--- src/verilog/diuch_pkg.sv ---
// Constants and types for the dual image update command handler
package diuch_pkg;

    // ------------------------------------------------------------
    // Packet framing
    // ------------------------------------------------------------
    localparam int CMD_LEN       = 69;
    localparam int RSP_LEN       = 5;
    localparam int CHUNK_BYTES   = 64;
    localparam int IDX_CMD       = 2;
    localparam int IDX_DATA0     = 3;
    localparam int IDX_LAST_DATA = 66;

    // ------------------------------------------------------------
    // Command and response codes
    // ------------------------------------------------------------
    localparam logic [7:0] CMD_DATA     = 8'h01;
    localparam logic [7:0] CMD_VERSION  = 8'h02;
    localparam logic [7:0] CMD_RESET    = 8'h03;
    localparam logic [7:0] CMD_DONE     = 8'h04;
    localparam logic [7:0] CMD_SWAP     = 8'h05;
    localparam logic [7:0] CMD_START    = 8'h06;
    localparam logic [7:0] CMD_GET_SWAP = 8'h07;
    localparam logic [7:0] CMD_GET_APP  = 8'h08;

    localparam logic [7:0] RSP_READY    = 8'h01;
    localparam logic [7:0] RSP_ACK_PKT  = 8'h02;
    localparam logic [7:0] RSP_NAK_PKT  = 8'h03;
    localparam logic [7:0] RSP_VERSION  = 8'h04;
    localparam logic [7:0] RSP_ACK_PROG = 8'h05;
    localparam logic [7:0] RSP_NAK_PROG = 8'h06;
    localparam logic [7:0] RSP_NAK_CRC  = 8'h07;
    localparam logic [7:0] RSP_SWAP     = 8'h08;
    localparam logic [7:0] RSP_APP      = 8'h09;

    localparam logic [15:0] FILL16 = 16'hAAAA;

    // ------------------------------------------------------------
    // CRC and flash addressing
    // ------------------------------------------------------------
    localparam logic [15:0] CRC_POLY = 16'h8408;
    localparam logic [15:0] CRC_SEED = 16'h0000;
    localparam logic [15:0] CRC_OK   = 16'h0000;

    localparam logic [23:0] PTR_START     = 24'h00_1000;
    localparam logic [23:0] PTR_BOOT_END  = 24'h00_2000;
    localparam logic [23:0] ALT_LOWER     = 24'h00_2000;
    localparam logic [23:0] ALT_UPPER     = 24'h04_1000;
    localparam logic [23:0] PTR_STEP      = 24'h00_0040;

    typedef enum logic [3:0] {
        DIUCH_IDLE   = 4'b0000,
        DIUCH_RECV   = 4'b0001,
        DIUCH_CHECK  = 4'b0010,
        DIUCH_DISP   = 4'b0011,
        DIUCH_WRITE  = 4'b0100,
        DIUCH_ERASE  = 4'b0101,
        DIUCH_VERIFY = 4'b0110,
        DIUCH_SEND   = 4'b0111,
        DIUCH_RESET  = 4'b1000
    } diuch_state_e;

endpackage

--- src/verilog/diuch_crc16.sv ---
// Byte-wide reflected CRC-CCITT update step
`timescale 1ns/100ps
module diuch_crc16 (
    // Current value and byte
    input  wire logic [15:0] crc_in,
    input  wire logic [7:0]  data,
    // Updated value
    output logic      [15:0] crc_out
);
    import diuch_pkg::*;

    logic [15:0] stage [0:8];

    assign stage[0] = crc_in ^ {8'h00, data};

    // One shift per bit, low bit first
    genvar g;
    generate
        for (g = 0; g < 8; g++) begin : g_bit
            assign stage[g+1] = stage[g][0] ?
                ((stage[g] >> 1) ^ CRC_POLY) : (stage[g] >> 1);
        end
    endgenerate

    assign crc_out = stage[8];

endmodule

--- src/verilog/diuch_top.sv ---
// Command interpreter for dual image firmware update
`timescale 1ns/100ps
module diuch_top #(
    parameter logic [31:0] APP_REVISION = 32'h0000_0001,
    parameter logic [31:0] APP_ID       = 32'h4150_5030
) (
    // Clock and reset
    input  wire logic        clk,
    input  wire logic        nrst,
    // Received byte stream
    input  wire logic        rx_valid,
    input  wire logic [7:0]  rx_data,
    // Transmit byte stream
    output logic             tx_valid,
    output logic [7:0]       tx_data,
    input  wire logic        tx_ready,
    // Flash programming port
    output logic             fl_write,
    output logic             fl_erase,
    output logic [23:0]      fl_addr,
    output logic [7:0]       fl_wdata,
    input  wire logic        fl_done,
    input  wire logic        fl_error,
    // Image state
    input  wire logic        upper_alt,
    input  wire logic [15:0] image_crc_ref,
    // System controls
    output logic             boot_swap,
    output logic             sys_reset
);
    import diuch_pkg::*;

    diuch_state_e   state;
    diuch_state_e   next_state;
    logic [7:0]     pkt [0:CMD_LEN-1];
    logic [6:0]     rx_cnt;
    logic [15:0]    pkt_crc;
    logic [15:0]    img_crc;
    logic [15:0]    pkt_count;
    logic [23:0]    wptr;
    logic [6:0]     wcnt;
    logic [2:0]     tx_cnt;
    logic [7:0]     rsp [0:RSP_LEN-1];
    logic           fl_busy;

    // ------------------------------------------------------------
    // Decoding
    // ------------------------------------------------------------
    wire [15:0] pkt_crc_next;
    wire [15:0] img_crc_next;
    wire [7:0]  cmd       = pkt[IDX_CMD];
    wire [15:0] count_in  = {pkt[0], pkt[1]};
    wire        crc_good  = (pkt_crc == CRC_OK);
    wire        last_rx   = rx_valid && (rx_cnt == 7'(CMD_LEN - 1));
    wire [23:0] ptr_inc   = wptr + PTR_STEP;
    wire [23:0] alt_start = upper_alt ? ALT_UPPER : ALT_LOWER;
    wire [23:0] ptr_adv   = (ptr_inc == PTR_BOOT_END) ?
                            alt_start : ptr_inc;
    wire        wr_last   = (wcnt == 7'(CHUNK_BYTES - 1));
    wire        tx_last   = tx_ready && (tx_cnt == 3'(RSP_LEN - 1));
    wire        known_cmd = (cmd >= CMD_DATA) && (cmd <= CMD_GET_APP);

    diuch_crc16 u_pkt_crc (
        .crc_in  (pkt_crc),
        .data    (rx_data),
        .crc_out (pkt_crc_next)
    );

    diuch_crc16 u_img_crc (
        .crc_in  (img_crc),
        .data    (fl_wdata),
        .crc_out (img_crc_next)
    );

    // ------------------------------------------------------------
    // Next state
    // ------------------------------------------------------------
    always_comb begin
        next_state = state;
        unique case (state)
            DIUCH_IDLE:   if (rx_valid) next_state = DIUCH_RECV;
            DIUCH_RECV:   if (last_rx) next_state = DIUCH_CHECK;
            DIUCH_CHECK:  next_state = crc_good ? DIUCH_DISP : DIUCH_SEND;
            DIUCH_DISP: begin
                unique case (cmd)
                    CMD_DATA:  next_state = DIUCH_WRITE;
                    CMD_START: next_state = DIUCH_ERASE;
                    CMD_DONE:  next_state = DIUCH_VERIFY;
                    default:   next_state = DIUCH_SEND;
                endcase
            end
            DIUCH_WRITE: begin
                if (fl_busy && fl_error) begin
                    next_state = DIUCH_SEND;
                end else if (fl_busy && fl_done && wr_last) begin
                    next_state = DIUCH_SEND;
                end
            end
            DIUCH_ERASE:  if (fl_busy && (fl_done || fl_error))
                              next_state = DIUCH_SEND;
            DIUCH_VERIFY: next_state = DIUCH_SEND;
            DIUCH_SEND: begin
                if (tx_last) begin
                    next_state = ((cmd == CMD_RESET || cmd == CMD_SWAP)
                                  && crc_good) ? DIUCH_RESET : DIUCH_IDLE;
                end
            end
            DIUCH_RESET:  next_state = DIUCH_IDLE;
            default:      next_state = DIUCH_IDLE;
        endcase
    end

    always_ff @(posedge clk or negedge nrst) begin
        if (!nrst) begin
            state <= DIUCH_IDLE;
        end else begin
            state <= next_state;
        end
    end

    // ------------------------------------------------------------
    // Packet capture and packet CRC
    // ------------------------------------------------------------
    always_ff @(posedge clk or negedge nrst) begin
        if (!nrst) begin
            rx_cnt  <= 7'd0;
            pkt_crc <= CRC_SEED;
        end else if ((state == DIUCH_IDLE || state == DIUCH_RECV)
                     && rx_valid) begin
            rx_cnt  <= last_rx ? 7'd0 : rx_cnt + 7'd1;
            pkt_crc <= pkt_crc_next;
        end else if (state == DIUCH_SEND && tx_last) begin
            pkt_crc <= CRC_SEED;
        end
    end

    always_ff @(posedge clk) begin
        if ((state == DIUCH_IDLE || state == DIUCH_RECV) && rx_valid) begin
            pkt[rx_cnt] <= rx_data;
        end
    end

    // ------------------------------------------------------------
    // Flash sequencing, write pointer and image CRC
    // ------------------------------------------------------------
    always_ff @(posedge clk or negedge nrst) begin
        if (!nrst) begin
            fl_write  <= 1'b0;
            fl_erase  <= 1'b0;
            fl_addr   <= 24'h00_0000;
            fl_wdata  <= 8'h00;
            fl_busy   <= 1'b0;
            wcnt      <= 7'd0;
            wptr      <= PTR_START;
            img_crc   <= CRC_SEED;
            pkt_count <= 16'h0000;
        end else begin
            fl_write <= 1'b0;
            fl_erase <= 1'b0;
            if (state == DIUCH_DISP) begin
                pkt_count <= count_in;
                wcnt      <= 7'd0;
                if (cmd == CMD_START) begin
                    fl_erase <= 1'b1;
                    fl_busy  <= 1'b1;
                    wptr     <= PTR_START;
                    img_crc  <= CRC_SEED;
                end else if (cmd == CMD_DATA) begin
                    fl_write <= 1'b1;
                    fl_busy  <= 1'b1;
                    fl_addr  <= wptr;
                    fl_wdata <= pkt[IDX_DATA0];
                end
            end else if (state == DIUCH_WRITE && fl_busy) begin
                if (fl_error) begin
                    fl_busy <= 1'b0;
                end else if (fl_done) begin
                    img_crc <= img_crc_next;
                    if (wr_last) begin
                        fl_busy <= 1'b0;
                        wptr    <= ptr_adv;
                    end else begin
                        wcnt     <= wcnt + 7'd1;
                        fl_write <= 1'b1;
                        fl_addr  <= fl_addr + 24'h00_0001;
                        fl_wdata <= pkt[7'(IDX_DATA0) + wcnt + 7'd1];
                    end
                end
            end else if (state == DIUCH_ERASE && fl_busy &&
                         (fl_done || fl_error)) begin
                fl_busy <= 1'b0;
            end
        end
    end

    // ------------------------------------------------------------
    // Response build and transmit
    // ------------------------------------------------------------
    logic [7:0]  next_type;
    logic [15:0] next_a;
    logic [15:0] next_b;
    logic        wr_fail;

    always_ff @(posedge clk or negedge nrst) begin
        if (!nrst) begin
            wr_fail <= 1'b0;
        end else if (state == DIUCH_DISP) begin
            wr_fail <= 1'b0;
        end else if ((state == DIUCH_WRITE || state == DIUCH_ERASE)
                     && fl_busy && fl_error) begin
            wr_fail <= 1'b1;
        end
    end

    always_comb begin
        next_type = RSP_NAK_PKT;
        next_a    = pkt_count;
        next_b    = FILL16;
        if (!crc_good) begin
            next_type = RSP_NAK_CRC;
            next_a    = count_in;
        end else if (!known_cmd) begin
            next_type = RSP_NAK_PKT;
            next_a    = count_in;
        end else begin
            unique case (cmd)
                CMD_DATA: begin
                    next_type = (wr_fail || fl_error) ?
                                RSP_NAK_PKT : RSP_ACK_PKT;
                    next_b    = (wr_fail || fl_error) ? FILL16 : img_crc_next;
                end
                CMD_VERSION: begin
                    next_type = RSP_VERSION;
                    next_a    = APP_REVISION[31:16];
                    next_b    = APP_REVISION[15:0];
                end
                CMD_DONE: begin
                    next_type = (img_crc == image_crc_ref) ?
                                RSP_ACK_PROG : RSP_NAK_PROG;
                    next_b    = img_crc;
                end
                CMD_START: begin
                    next_type = RSP_READY;
                    next_a    = FILL16;
                end
                CMD_GET_SWAP: begin
                    next_type = RSP_SWAP;
                    next_a    = {15'h0000, boot_swap};
                end
                CMD_GET_APP: begin
                    next_type = RSP_APP;
                    next_a    = APP_ID[31:16];
                    next_b    = APP_ID[15:0];
                end
                default: begin
                    next_type = RSP_NAK_PKT;
                end
            endcase
        end
    end

    wire rsp_load = (next_state == DIUCH_SEND) && (state != DIUCH_SEND);

    always_ff @(posedge clk or negedge nrst) begin
        if (!nrst) begin
            tx_valid <= 1'b0;
            tx_data  <= 8'h00;
            tx_cnt   <= 3'd0;
            rsp[0] <= 8'h00;
            rsp[1] <= 8'h00;
            rsp[2] <= 8'h00;
            rsp[3] <= 8'h00;
            rsp[4] <= 8'h00;
        end else if (rsp_load) begin
            rsp[0]   <= next_type;
            rsp[1]   <= next_a[15:8];
            rsp[2]   <= next_a[7:0];
            rsp[3]   <= next_b[15:8];
            rsp[4]   <= next_b[7:0];
            tx_valid <= 1'b1;
            tx_data  <= next_type;
            tx_cnt   <= 3'd0;
        end else if (tx_valid && tx_ready) begin
            if (tx_last) begin
                tx_valid <= 1'b0;
            end else begin
                tx_cnt  <= tx_cnt + 3'd1;
                tx_data <= rsp[tx_cnt + 3'd1];
            end
        end
    end

    // ------------------------------------------------------------
    // Reset and boot swap control
    // ------------------------------------------------------------
    always_ff @(posedge clk or negedge nrst) begin
        if (!nrst) begin
            boot_swap <= 1'b0;
            sys_reset <= 1'b0;
        end else begin
            sys_reset <= (next_state == DIUCH_RESET);
            if (next_state == DIUCH_RESET && cmd == CMD_SWAP) begin
                boot_swap <= ~boot_swap;
            end
        end
    end

endmodule

--- config.mk ---
export PLATFORM = sky130hd
export DESIGN_NAME = diuch_top
export DESIGN_NICKNAME = d
export VERILOG_FILES = /design/src/verilog/diuch_pkg.sv /design/src/verilog/diuch_crc16.sv /design/src/verilog/diuch_top.sv
export SDC_FILE = /design/constraint.sdc
export NUM_CORES = 1
export LEC_CHECK = 0
export ABC_AREA = 1
export BUFFER_PORTS_ARGS = -buffer_cell sky130_fd_sc_hd__buf_2
export CAP_MARGIN = 20
export CELL_PAD_IN_SITES_DETAIL_PLACEMENT = 2
export CELL_PAD_IN_SITES_GLOBAL_PLACEMENT = 2
export CORE_MARGIN = 2
export CORE_UTILIZATION = 37
export CTS_CLUSTER_SIZE = 16
export DETAILED_ROUTE_END_ITERATION = 8
export PLACE_DENSITY_LB_ADDON = 0.1
export SLEW_MARGIN = 20
export SYNTH_ARGS = -nofsm -noshare
export SYNTH_HDL_FRONTEND = slang
export SYNTH_SLANG_ARGS = --single-unit
--- constraint.sdc ---
create_clock -name clk -period 2.4 [get_ports clk]
set_input_delay 0.6 -clock clk [delete_from_list [all_inputs] [get_ports clk]]
set_output_delay 0.6 -clock clk [all_outputs]
set_load 0.1 [all_outputs]
==> flow_summary_export.csv, run 1 <==
group,metric,value,unit
clocking,cts_tree,"yes",
sta,worst_pin_slew,0.637,ns
synthesis,synth_compound_area_share,5.27,%
synthesis,synth_area_leaders,"edfxtp_1 52%, dfrtp_1 13%, nand2_1 12%",
pwr,switching_power,17.4,mW
synthesis,synth_simple_gate_area_share,23.8,%
sta,final.setup.tns,0,ns
placed_design,place.gp.congestion,0.866,
layout,post-route-util,44.5,%
critical_path,cp_data_required_time,2.95,ns
route,drt-wirelength-per-cell,25.2,um
pwr,seqPwrFrac,35.3,%
sta,skew,0.0402,ns
run,cap_viol_max_count,0,
critical_path,crit_type,"reg2reg",
pwr,sw_frac_of_total,39.0,%
synthesis,ys.flop_type,"edfxtp_1",
synthesis,syn_avg_cell_area,9.99,um2
placed_design,place_ws,-0.159,ns
pwr,p_leak,15.9,nW
synthesis,synth_edf_count,576,
layout,layout.nets,3602,
die,start_util,37.2,%
placed_design,portBuffers,75,
pwr,power_frac_comb,34.3,%
sta,fmax,428,MHz
layout,stdcell_count,4809,
global_routing,grt_pass1_vias,28700,
sta,slew_viol_final,0,
synthesis,syn_nets,3371,
synthesis,yosysTopAreaCell,"edfxtp_1",
synthesis,synth.distinct_cells,52,
placed_design,dpl-instance-area,36500,um2
die,placementRows,110,
worst_hold_path,hp-class,"in2reg",
synthesis,muxShareOfSynthArea,0,%
sta,setup_viol,0,
pwr,total_power,44.7,mW
pwr,p_int,27.3,mW
synthesis,yosys.area.top_type_share,51.9,%
die,die_w,304,um
layout,fill_cells,9334,
synthesis,synth_cells,3332,
synthesis,ys_seq_area_share,64.7,%
critical_path,arrival,2.88,ns
clocking,htreeDepth,3,
pwr,peakVddDrop,0.000858,V
die,die_area,92400,um2
route,viasPerCell,5.35,
sta,setup_slack,0.0638,ns
die,die_h,304,um
layout,syn2layout_area_growth,19.8,%
layout,fin_area,39900,um2
clocking,cts-root-buf,"clkbuf_16",
sta,relSlewSlack,57.4,%
sta,final.period_utilization,97.3,%
critical_path,crit_fanout,42,
synthesis,yosys_warnings,0,
global_routing,grt_usage,26.0,%
clocking,ctsLongestPathBuffers,3,
route,vias,25800,
clocking,worstSkewPairLatency,0.68,ns
global_routing,grt_max_degree,73,
pwr,power_frac_clock,30.4,%
clocking,clk_pin_slew,0.06,ns
sta,rsz0062_at_grt,"true",
route,drc,0,
die,ios,76,
clocking,cts_buffers,86,
critical_path,start_kind,"flip-flop",
placed_design,dp.cells,4636,
layout,layout-drive-gt1-share,14.2,%
outcome,status,"completed",
synthesis,synthXorXnorAreaFrac,1.65,%
layout,diodes,0,
route,drtPass1Iterations,5,
route,routed_wl,121000,um
die,core_area,89600,um2
synthesis,synth_top_family_by_area,"simple AND/OR/NAND/NOR gates",
clocking,clock-sinks,746,
global_routing,overflow,0,
route,drt_iter0_markers,1623,
critical_path,setup.worst_path.end_class,"flip-flop",
placed_design,hpwl,79000,um
sta,hold_violations,0,
route,ant_nets,0,
synthesis,synth_area,33300,um2
synthesis,ys_seq_elements,746,
global_routing,antenna_found_initial,1,
sta,period_minus_slack,2.34,ns
pwr,pwr_density_cell,1120,nW/um2
sta,whs,0.352,ns
synthesis,async_flop_share,22.8,%
synthesis,synth_fa_ha_area_share,0.301,%
global_routing,grt_pass1_wl,183000,um
==> critical path, stage by stage (launching register included) <==
cell	delay (ns)
dfrtp_4	0.54
inv_6	0.23
buf_16	0.25
nand3_1	0.21
nand3_1	0.15
nand2_1	0.14
nand2_1	0.10
nand3_1	0.07
nand3_1	0.10
nand2_2	0.09
nand2_1	0.08
nand2_1	0.05
nand2_1	0.07
nand2_1	0.06
==> cell usage in the layout, fill, tap and decap left out, types with 9 or more instances in the layout <==
| master | Yosys | final |
|---|---|---|
| nand2_2 | 9 | 12 |
| bufinv_16 | 0 | 9 |
| buf_12 | 0 | 33 |
| a21oi_1 | 61 | 61 |
| clkbuf_1 | 65 | 23 |
| o221ai_1 | 20 | 20 |
| o21ai_0 | 122 | 122 |
| nand3_1 | 495 | 479 |
| clkinv_2 | 0 | 9 |
| nand3_2 | 3 | 18 |
| nor3_1 | 21 | 19 |
| o22ai_1 | 46 | 46 |
| buf_4 | 8 | 172 |
| clkbuf_8 | 0 | 9 |
| buf_2 | 62 | 74 |
| inv_1 | 167 | 165 |
| edfxtp_1 | 576 | 576 |
| buf_16 | 0 | 9 |
| inv_2 | 16 | 11 |
| clkbuf_16 | 0 | 91 |
| o21ai_1 | 14 | 14 |
| o211ai_1 | 13 | 13 |
| xnor2_1 | 30 | 30 |
| nor2_1 | 229 | 226 |
| dfrtp_1 | 169 | 160 |
| nand4_1 | 19 | 19 |
| xor2_1 | 31 | 31 |
| clkinv_1 | 3 | 16 |
| nand2_1 | 1063 | 1060 |
==> synth_stat cells, drive strengths merged, types with 2 or more instances <==
cell	instances
o22ai	46
a31oi	3
o21ai	137
nor4	2
dfrtp	169
clkinv	3
inv	183
xnor2	30
nand3	499
a221o	2
and3	2
clkbuf	65
nor3	28
edfxtp	576
a21boi	5
a21oi	63
nand3b	4
o2111ai	2
nand2	1072
o221ai	20
nand4	20
a211oi	4
or2	6
o211ai	13
a22o	2
xor2	32
ha	8
nor2	236
buf	93
==> power by group through the flow <==
stage	Combinational [mW]	Clock (mW)	Sequential [mW]
6_report	15.3	13.6	15.8
5_1_grt	16.8	14.3	15.9
4_1_cts	15.1	13.8	15.8
3_5_place_dp	14.6	0	16.0
3_3_place_gp	14.1	0	16.0
2_1_floorplan	8.03	0	17.4
==> final cells by class <==
type	count	area [um2]	share of cell area, %
multi-input combinational	2242	10500	26.2
clock inverter	40	520	1.30
sequential	746	21600	54.0
timing repair buffer	301	2780	6.98
tap	1176	1470	3.69
clock buffer	118	2360	5.92
inverter	186	733	1.84
==> worst paths after layout <==
path	start	end	slack, ns	depth (start not counted)
worst max-delay path	wcnt[1]$_DFFE_PN0P_	fl_wdata[1]$_DFFE_PN0P_	0.06	13
worst min-delay path	upper_alt	wptr[13]$_DFFE_PN0P_	0.35	4
worst max register to register	wcnt[1]$_DFFE_PN0P_	fl_wdata[1]$_DFFE_PN0P_	0.06	13
worst min register to register	rsp[31]$_DFFE_PN0P_	rsp[31]$_DFFE_PN0P_	0.49	2
max in group asynchronous	nrst	wptr[12]$_DFFE_PN1P_	1.19	3
min in group asynchronous	nrst	fl_addr[18]$_DFFE_PN0P_	0.48	2
==> per-layer routing <==
metal,global-route usage [%],share of wire (%)
met1,32.9,43
met2,45.6,50
met3,3.96,3.4
met4,8.64,3.2
met5,0,0.0074
==> flip-flops by register name, summed over array words and instances (netlist names), 8 cells and up <==
name and cells:
pkt_crc 16, rsp 36, tx_data 8, img_crc 16
wptr 18, pkt_count 16, fl_addr 24, pkt 576
fl_wdata 8
==> kinds of logic after synthesis <==
kind of cell             Yosys count
buffers and inverters            344
AND/OR/NAND/NOR                 1870
AO/OA/AOI/OAI                    302
adder cells (fa/ha/maj)            8
flip-flops                       746
XOR/XNOR                          62
==> what timing repair did <==
item | 4_1_cts | 5_1_grt
endpoints found under the setup margin | 352 | 386
pin swaps | 0 | 1
setup buffers | 3 | 4
gates cloned | 2 | 5
hold endpoints to repair | 44 | 0
resized for setup | 10 | 46
hold buffers | 1 | 0
Note: power is estimated with default switching activity, not from simulation.
==> run 2, diff against run 1 <==
==> constraint.sdc (replaced) <==
create_clock -name clk -period 2.4 [get_ports clk]
set_input_delay 0.6 -clock clk [delete_from_list [all_inputs] [get_ports clk]]
set_output_delay 0.6 -clock clk [all_outputs]
set_load 0.01 [all_outputs]
==> flow_summary_export.csv, run 2 (synthesis results as in run 1) <==
group,metric,value,unit
clocking,cts-root-buf,"clkbuf_16",
critical_path,critPathMaxStageDelay,0.57,ns
route,routed_wl,119000,um
sta,relSlewSlack,61.4,%
layout,fill_cells,9383,
global_routing,overflow,0,
sta,rsz0062_at_grt,"true",
global_routing,grt_pass1_wl,184000,um
sta,final.setup.tns,0,ns
layout,largest_register_ffs,576,
worst_hold_path,hp-start,"upper_alt",
worst_hold_path,min_to,"wptr[13]$_DFFE_PN0P_",
global_routing,grt_max_degree,73,
layout,stdcell_count,4817,
die,ios,76,
critical_path,crit_fanout,15,
critical_path,cp_data_required_time,2.95,ns
pwr,pwr_density_cell,1080,nW/um2
clocking,worstSkewPairLatency,0.67,ns
placed_design,portBuffers,75,
die,die_w,304,um
critical_path,slowest_stage,"dfrtp_4",
global_routing,antenna_found_initial,0,
clocking,ctsLongestPathBuffers,3,
clocking,cts_tree,"yes",
route,viasPerCell,5.41,
clocking,htreeDepth,3,
worst_hold_path,worstHoldPathCells,4,
layout,largestRegisters,"pkt: 576 flops, rsp: 36 flops, fl_addr: 24 flops",
route,drt_iter0_markers,1657,
route,drc,0,
layout,layout.area.seq,21600,um2
die,start_util,37.2,%
layout,post-route-util,44.6,%
critical_path,timing.rr.end,"fl_wdata[0]$_DFFE_PN0P_",
critical_path,setup.worst_path.end_class,"flip-flop",
layout,layout_common_cells,"1060 x nand2_1, 576 x edfxtp_1, 485 x nand3_1, 219 x nor2_1, 178 x buf_4",
die,placementRows,110,
route,ant_nets,0,
clocking,clock-sinks,746,
sta,skew,0.0229,ns
critical_path,crit_type,"reg2reg",
sta,worst_pin_slew,0.574,ns
global_routing,grt_pass1_vias,29300,
layout,mostFrequentLayoutCell,"nand2_1",
layout,multiInputGateArea,10500,um2
die,core_area,89600,um2
clocking,cts_buffers,87,
route,drtPass1Iterations,6,
critical_path,r2r-start,"wcnt[0]$_DFFE_PN0P_",
placed_design,hpwl,78500,um
route,drt-wirelength-per-cell,24.8,um
placed_design,dp.cells,4643,
placed_design,place.gp.congestion,0.823,
critical_path,rrSetupSlack,0.02,ns
layout,regMostFlops,"pkt",
layout,layout.nets,3609,
sta,hold_violations,0,
sta,fmax,421,MHz
pwr,peakVddDrop,0.000600,V
sta,whs,0.334,ns
critical_path,arrival,2.93,ns
layout,diodes,0,
critical_path,cp_cell_sequence,"buf_4 > bufbuf_16 > nand2_1 > nand3_1 > nand3_1 > nand2_1 > nand2_1 > nand3_1 > nand3_1 > nand2_1 > nand2_1 > nand2_1 > nand2_1 > nand2_1",
global_routing,grt_usage,25.9,%
die,die_h,304,um
route,vias,26100,
layout,layout-drive-gt1-share,14.4,%
die,die_area,92400,um2
sta,period_minus_slack,2.38,ns
critical_path,start_kind,"flip-flop",
pwr,p_leak,16.0,nW
outcome,status,"completed",
worst_hold_path,hp-class,"in2reg",
clocking,clk_pin_slew,0.06,ns
layout,syn2layout_area_growth,19.9,%
critical_path,reg2reg_depth,14,
critical_path,cpMostUsedCell,"nand2_1",
sta,final.period_utilization,99.1,%
run,cap_viol_max_count,0,
sta,slew_viol_final,0,
sta,setup_viol,0,
## run 2: changes by cell type in the layout (fill, tap and decap cells not counted), moves of 3 or more
cell,previous run,this run
a21boi_0,2,5
nor2_1,226,219
buf_12,33,43
buf_16,9,1
clkbuf_1,23,13
dfrtp_1,160,165
nand3_1,479,485
clkinv_2,9,16
nand3_2,18,13
buf_4,172,178
dfrtp_2,7,2
clkbuf_8,9,5
nor2_2,4,11
## run 2: repair_timing
action / CTS / global route
hold buffers: 1 / 0
setup endpoints to repair: 131 / 172
endpoints found under the hold margin: 31 / 0
gates resized for setup: 4 / 39
pin swaps: 0 / 2
buffers inserted: 2 / 8
gates cloned: 2 / 1
## run 2: power breakdown
part / leakage (nW) / internal (mW) / switching, mW
Combinational: 7.20 / 4.48 / 9.18
Clock: 1.43 / 8.14 / 5.61
Sequential: 7.35 / 14.9 / 0.887
## run 2: cell type report
class / instances / area share [%]
Sequential cell: 746 / 54.0
Multi-Input combinational cell: 2242 / 26.2
Clock inverter: 53 / 1.47
Clock buffer: 107 / 5.87
Inverter: 186 / 1.81
Timing Repair Buffer: 307 / 6.95
Tap cell: 1176 / 3.69
## run 2: worst max-delay path: cells and delay by family (launching register included)
family	cells	cell delay [ns]
buffers and inverters	2	0.49
AND/OR/NAND/NOR	12	1.20
flip-flops	1	0.57
## run 2: layer usage
metal  wire, um  part of all wire [%]  vias up  global-route usage, %
li1           -                     -    11900                      -
met3       3990                   3.3      177                   3.00
met2      61300                    51      502                   46.3
met1      50900                    43    13500                   32.9
met5          0                     0        -                      0
met4       3260                   2.7        0                   7.66
## run 2: worst max-delay path by stage
stage	from	to	slack (ns)	cells after the start
2_1_floorplan	tx_cnt[0]$_DFFE_PN0P_	rsp[5]$_DFFE_PN0P_	0.11	13
3_3_place_gp	wcnt[0]$_DFFE_PN0P_	fl_wdata[2]$_DFFE_PN0P_	-0.01	15
3_5_place_dp	state[2]$_DFF_PN0_	tx_data[1]$_DFFE_PN0P_	-0.08	12
4_1_cts	state[2]$_DFF_PN0_	tx_data[1]$_DFFE_PN0P_	0.0001	12
5_1_grt	state[3]$_DFF_PN0_	wcnt[5]$_DFFE_PN0P_	-0.07	12
6_report	wcnt[0]$_DFFE_PN0P_	fl_wdata[0]$_DFFE_PN0P_	0.02	14
## run 2: through the flow
| step | total power, mW | cell area (um2) | setup slack (ns) |
|---|---|---|---|
| final | 43.2 | 39900 | 0.0219 |
| after global placement | 28.6 | 36600 | -0.0134 |
| after detailed placement | 29.3 | 36600 | -0.0819 |
| after floorplan | 23.9 | 33300 | 0.110 |
| after CTS | 43.5 | 39700 | 0.000136 |
| after global routing | 45.6 | 39900 | -0.0731 |
==> run 3, diff against run 2 <==
--- a/config.mk
+++ b/config.mk
@@ -11,7 +11,8 @@
 export CELL_PAD_IN_SITES_DETAIL_PLACEMENT = 2
 export CELL_PAD_IN_SITES_GLOBAL_PLACEMENT = 2
 export CORE_MARGIN = 2
-export CORE_UTILIZATION = 37
+export CORE_UTILIZATION = 39
+export CTS_BUF_LIST = sky130_fd_sc_hd__clkbuf_2 sky130_fd_sc_hd__clkbuf_4 sky130_fd_sc_hd__clkbuf_8
 export CTS_CLUSTER_SIZE = 16
 export DETAILED_ROUTE_END_ITERATION = 8
 export PLACE_DENSITY_LB_ADDON = 0.1
==> flow_summary_export.csv, run 3 (synthesis results as in run 1) <==
group,metric,value,unit
clocking,worstSkewPairLatency,0.82,ns
critical_path,cp_data_required_time,3.12,ns
die,die_area,87700,um2
route,ant_nets,0,
sta,hold_violations,0,
route,vias,26400,
clocking,cts_buffers,138,
die,die_w,296,um
clocking,clk_pin_slew,0.06,ns
layout,fin_area,39700,um2
global_routing,grt_pass1_wl,180000,um
critical_path,crit_type,"reg2reg",
critical_path,r2r-start,"wcnt[0]$_DFFE_PN0P_",
worst_hold_path,min_to,"wptr[13]$_DFFE_PN0P_",
worst_hold_path,worstHoldPathCells,4,
global_routing,antenna_found_initial,3,
sta,setup_viol,0,
die,start_util,39.2,%
placed_design,portBuffers,75,
critical_path,crit_family,"simple AND/OR/NAND/NOR gates",
sta,final.setup.tns,0,ns
route,drc,0,
layout,layout-drive-gt1-share,16.3,%
critical_path,timing.rr.end,"fl_wdata[2]$_DFFE_PN0P_",
route,drt_iter0_markers,1534,
critical_path,setup.worst_path.end_class,"flip-flop",
critical_path,rrSetupSlack,0.03,ns
die,core_area,84900,um2
global_routing,grt_pass1_vias,29300,
sta,period_minus_slack,2.37,ns
route,drtPass1Iterations,5,
sta,slew_viol_final,0,
sta,relSlewSlack,25.0,%
layout,largestRegisters,"pkt: 576 flops, rsp: 36 flops, fl_addr: 24 flops",
pwr,switching_power,15.9,mW
worst_hold_path,hp-class,"in2reg",
placed_design,place_ws,-0.0317,ns
clocking,cts_tree,"yes",
pwr,peakVddDrop,0.000542,V
route,drt-wirelength-per-cell,24.6,um
clocking,cts-root-buf,"clkbuf_8",
pwr,p_leak,16.0,nW
pwr,p_int,26.3,mW
critical_path,slowest_stage,"dfrtp_4",
critical_path,start_kind,"flip-flop",
sta,worst_pin_slew,1.13,ns
layout,largest_register_ffs,576,
pwr,power_frac_clock,29.6,%
critical_path,cp_cell_sequence,"buf_6 > inv_6 > buf_16 > nand2_1 > nand3_1 > nand3_1 > nand2_1 > nand2_1 > nand3_1 > nand3_2 > nand2_1 > nand2_1 > nand2_1 > nand2_1 > nand2_1",
pwr,power_frac_comb,32.8,%
sta,final.period_utilization,98.9,%
route,routed_wl,120000,um
placed_design,hpwl,75600,um
clocking,clock-sinks,746,
placed_design,place.gp.congestion,0.856,
critical_path,reg2reg_depth,15,
critical_path,arrival,3.10,ns
layout,mostFrequentLayoutCell,"nand2_1",
critical_path,cp.buffers_inverters,3,
clocking,ctsLongestPathBuffers,3,
global_routing,grt_max_degree,88,
sta,fmax,421,MHz
global_routing,overflow,0,
sta,setup_slack,0.0255,ns
critical_path,cpMostUsedCell,"nand2_1",
die,placementRows,107,
clocking,htreeDepth,4,
layout,layout_common_cells,"1058 x nand2_1, 576 x edfxtp_1, 482 x nand3_1, 224 x nor2_1, 169 x buf_4",
layout,layout.nets,3656,
die,ios,76,
layout,syn2layout_area_growth,19.2,%
pwr,sw_frac_of_total,37.7,%
sta,rsz0062_at_grt,"true",
worst_hold_path,hp-start,"upper_alt",
die,die_h,296,um
critical_path,crit_fanout,31,
placed_design,dpl-instance-area,36300,um2
pwr,pwr_density_cell,1060,nW/um2
layout,regMostFlops,"pkt",
placed_design,dp.cells,4594,
layout,stdcell_count,4867,
layout,post-route-util,46.8,%
sta,skew,0.0406,ns
outcome,status,"completed",
run,cap_viol_max_count,0,
global_routing,grt_usage,27.2,%
critical_path,path_depth,15,
critical_path,critPathMaxStageDelay,0.52,ns
route,viasPerCell,5.42,
pwr,seqPwrFrac,37.6,%
run 3: worst max-delay path by stage:
stage / slack (ns) / start / to
floorplan: 0.11 / tx_cnt[0]$_DFFE_PN0P_ / rsp[5]$_DFFE_PN0P_
global placement: 0.04 / wcnt[0]$_DFFE_PN0P_ / fl_wdata[6]$_DFFE_PN0P_
detailed placement: -0.03 / wcnt[2]$_DFFE_PN0P_ / fl_wdata[2]$_DFFE_PN0P_
CTS: 0.01 / wcnt[0]$_DFFE_PN0P_ / fl_wdata[2]$_DFFE_PN0P_
global route: -0.03 / wcnt[0]$_DFFE_PN0P_ / fl_wdata[2]$_DFFE_PN0P_
finish: 0.03 / wcnt[0]$_DFFE_PN0P_ / fl_wdata[2]$_DFFE_PN0P_
run 3: through the flow:
step                hold slack (ns)  power (mW)
CTS                           0.107        41.9
detailed placement            0.466        29.0
finish                        0.176        42.1
global route                  0.171        44.5
floorplan                     0.304        23.9
global placement              0.457        28.4
run 3: layer usage:
| metal | wire [um] | global-route usage [%] |
|---|---|---|
| met1 | 50300 | 33.9 |
| met2 | 61600 | 48.4 |
| met3 | 4710 | 3.75 |
| met4 | 3040 | 9.30 |
| met5 | 0 | 0 |
run 3: worst min-delay path, cell delays in order:
cell and delay [ns]:
buf_2 0.11, nand4_1 0.09, nand3_1 0.07, nand2_1 0.06
run 3: layout make-up:
type                    instances  area (um2)
fillers                      8928       45200
flip-flops and latches        746       21600
multi-input cells            2242       10500
repair buffers                300        2740
clock buffers                 191        2370
well taps                    1144        1430
inverters                     186         732
clock inverters                53         389
repair inverters                3        25.0
diodes                          2        5.00
run 3: repair_timing:
action / in CTS / in global routing
resized for setup: 10 / 50
setup endpoints to repair: 4 / 530
cloned: 3 / 7
setup buffers: 1 / 15
pin swaps: 0 / 2
hold endpoints to repair: 39 / 0
hold buffers: 1 / 0
run 3: power by group through the flow:
stage	registers (mW)	clock network, mW	logic, mW
final	15.8	12.5	13.8
after global routing	15.9	13.3	15.3
after detailed placement	16.1	0	12.9
after global placement	16.0	0	12.4
after floorplan	15.8	0	8.03
after CTS	15.9	12.8	13.3
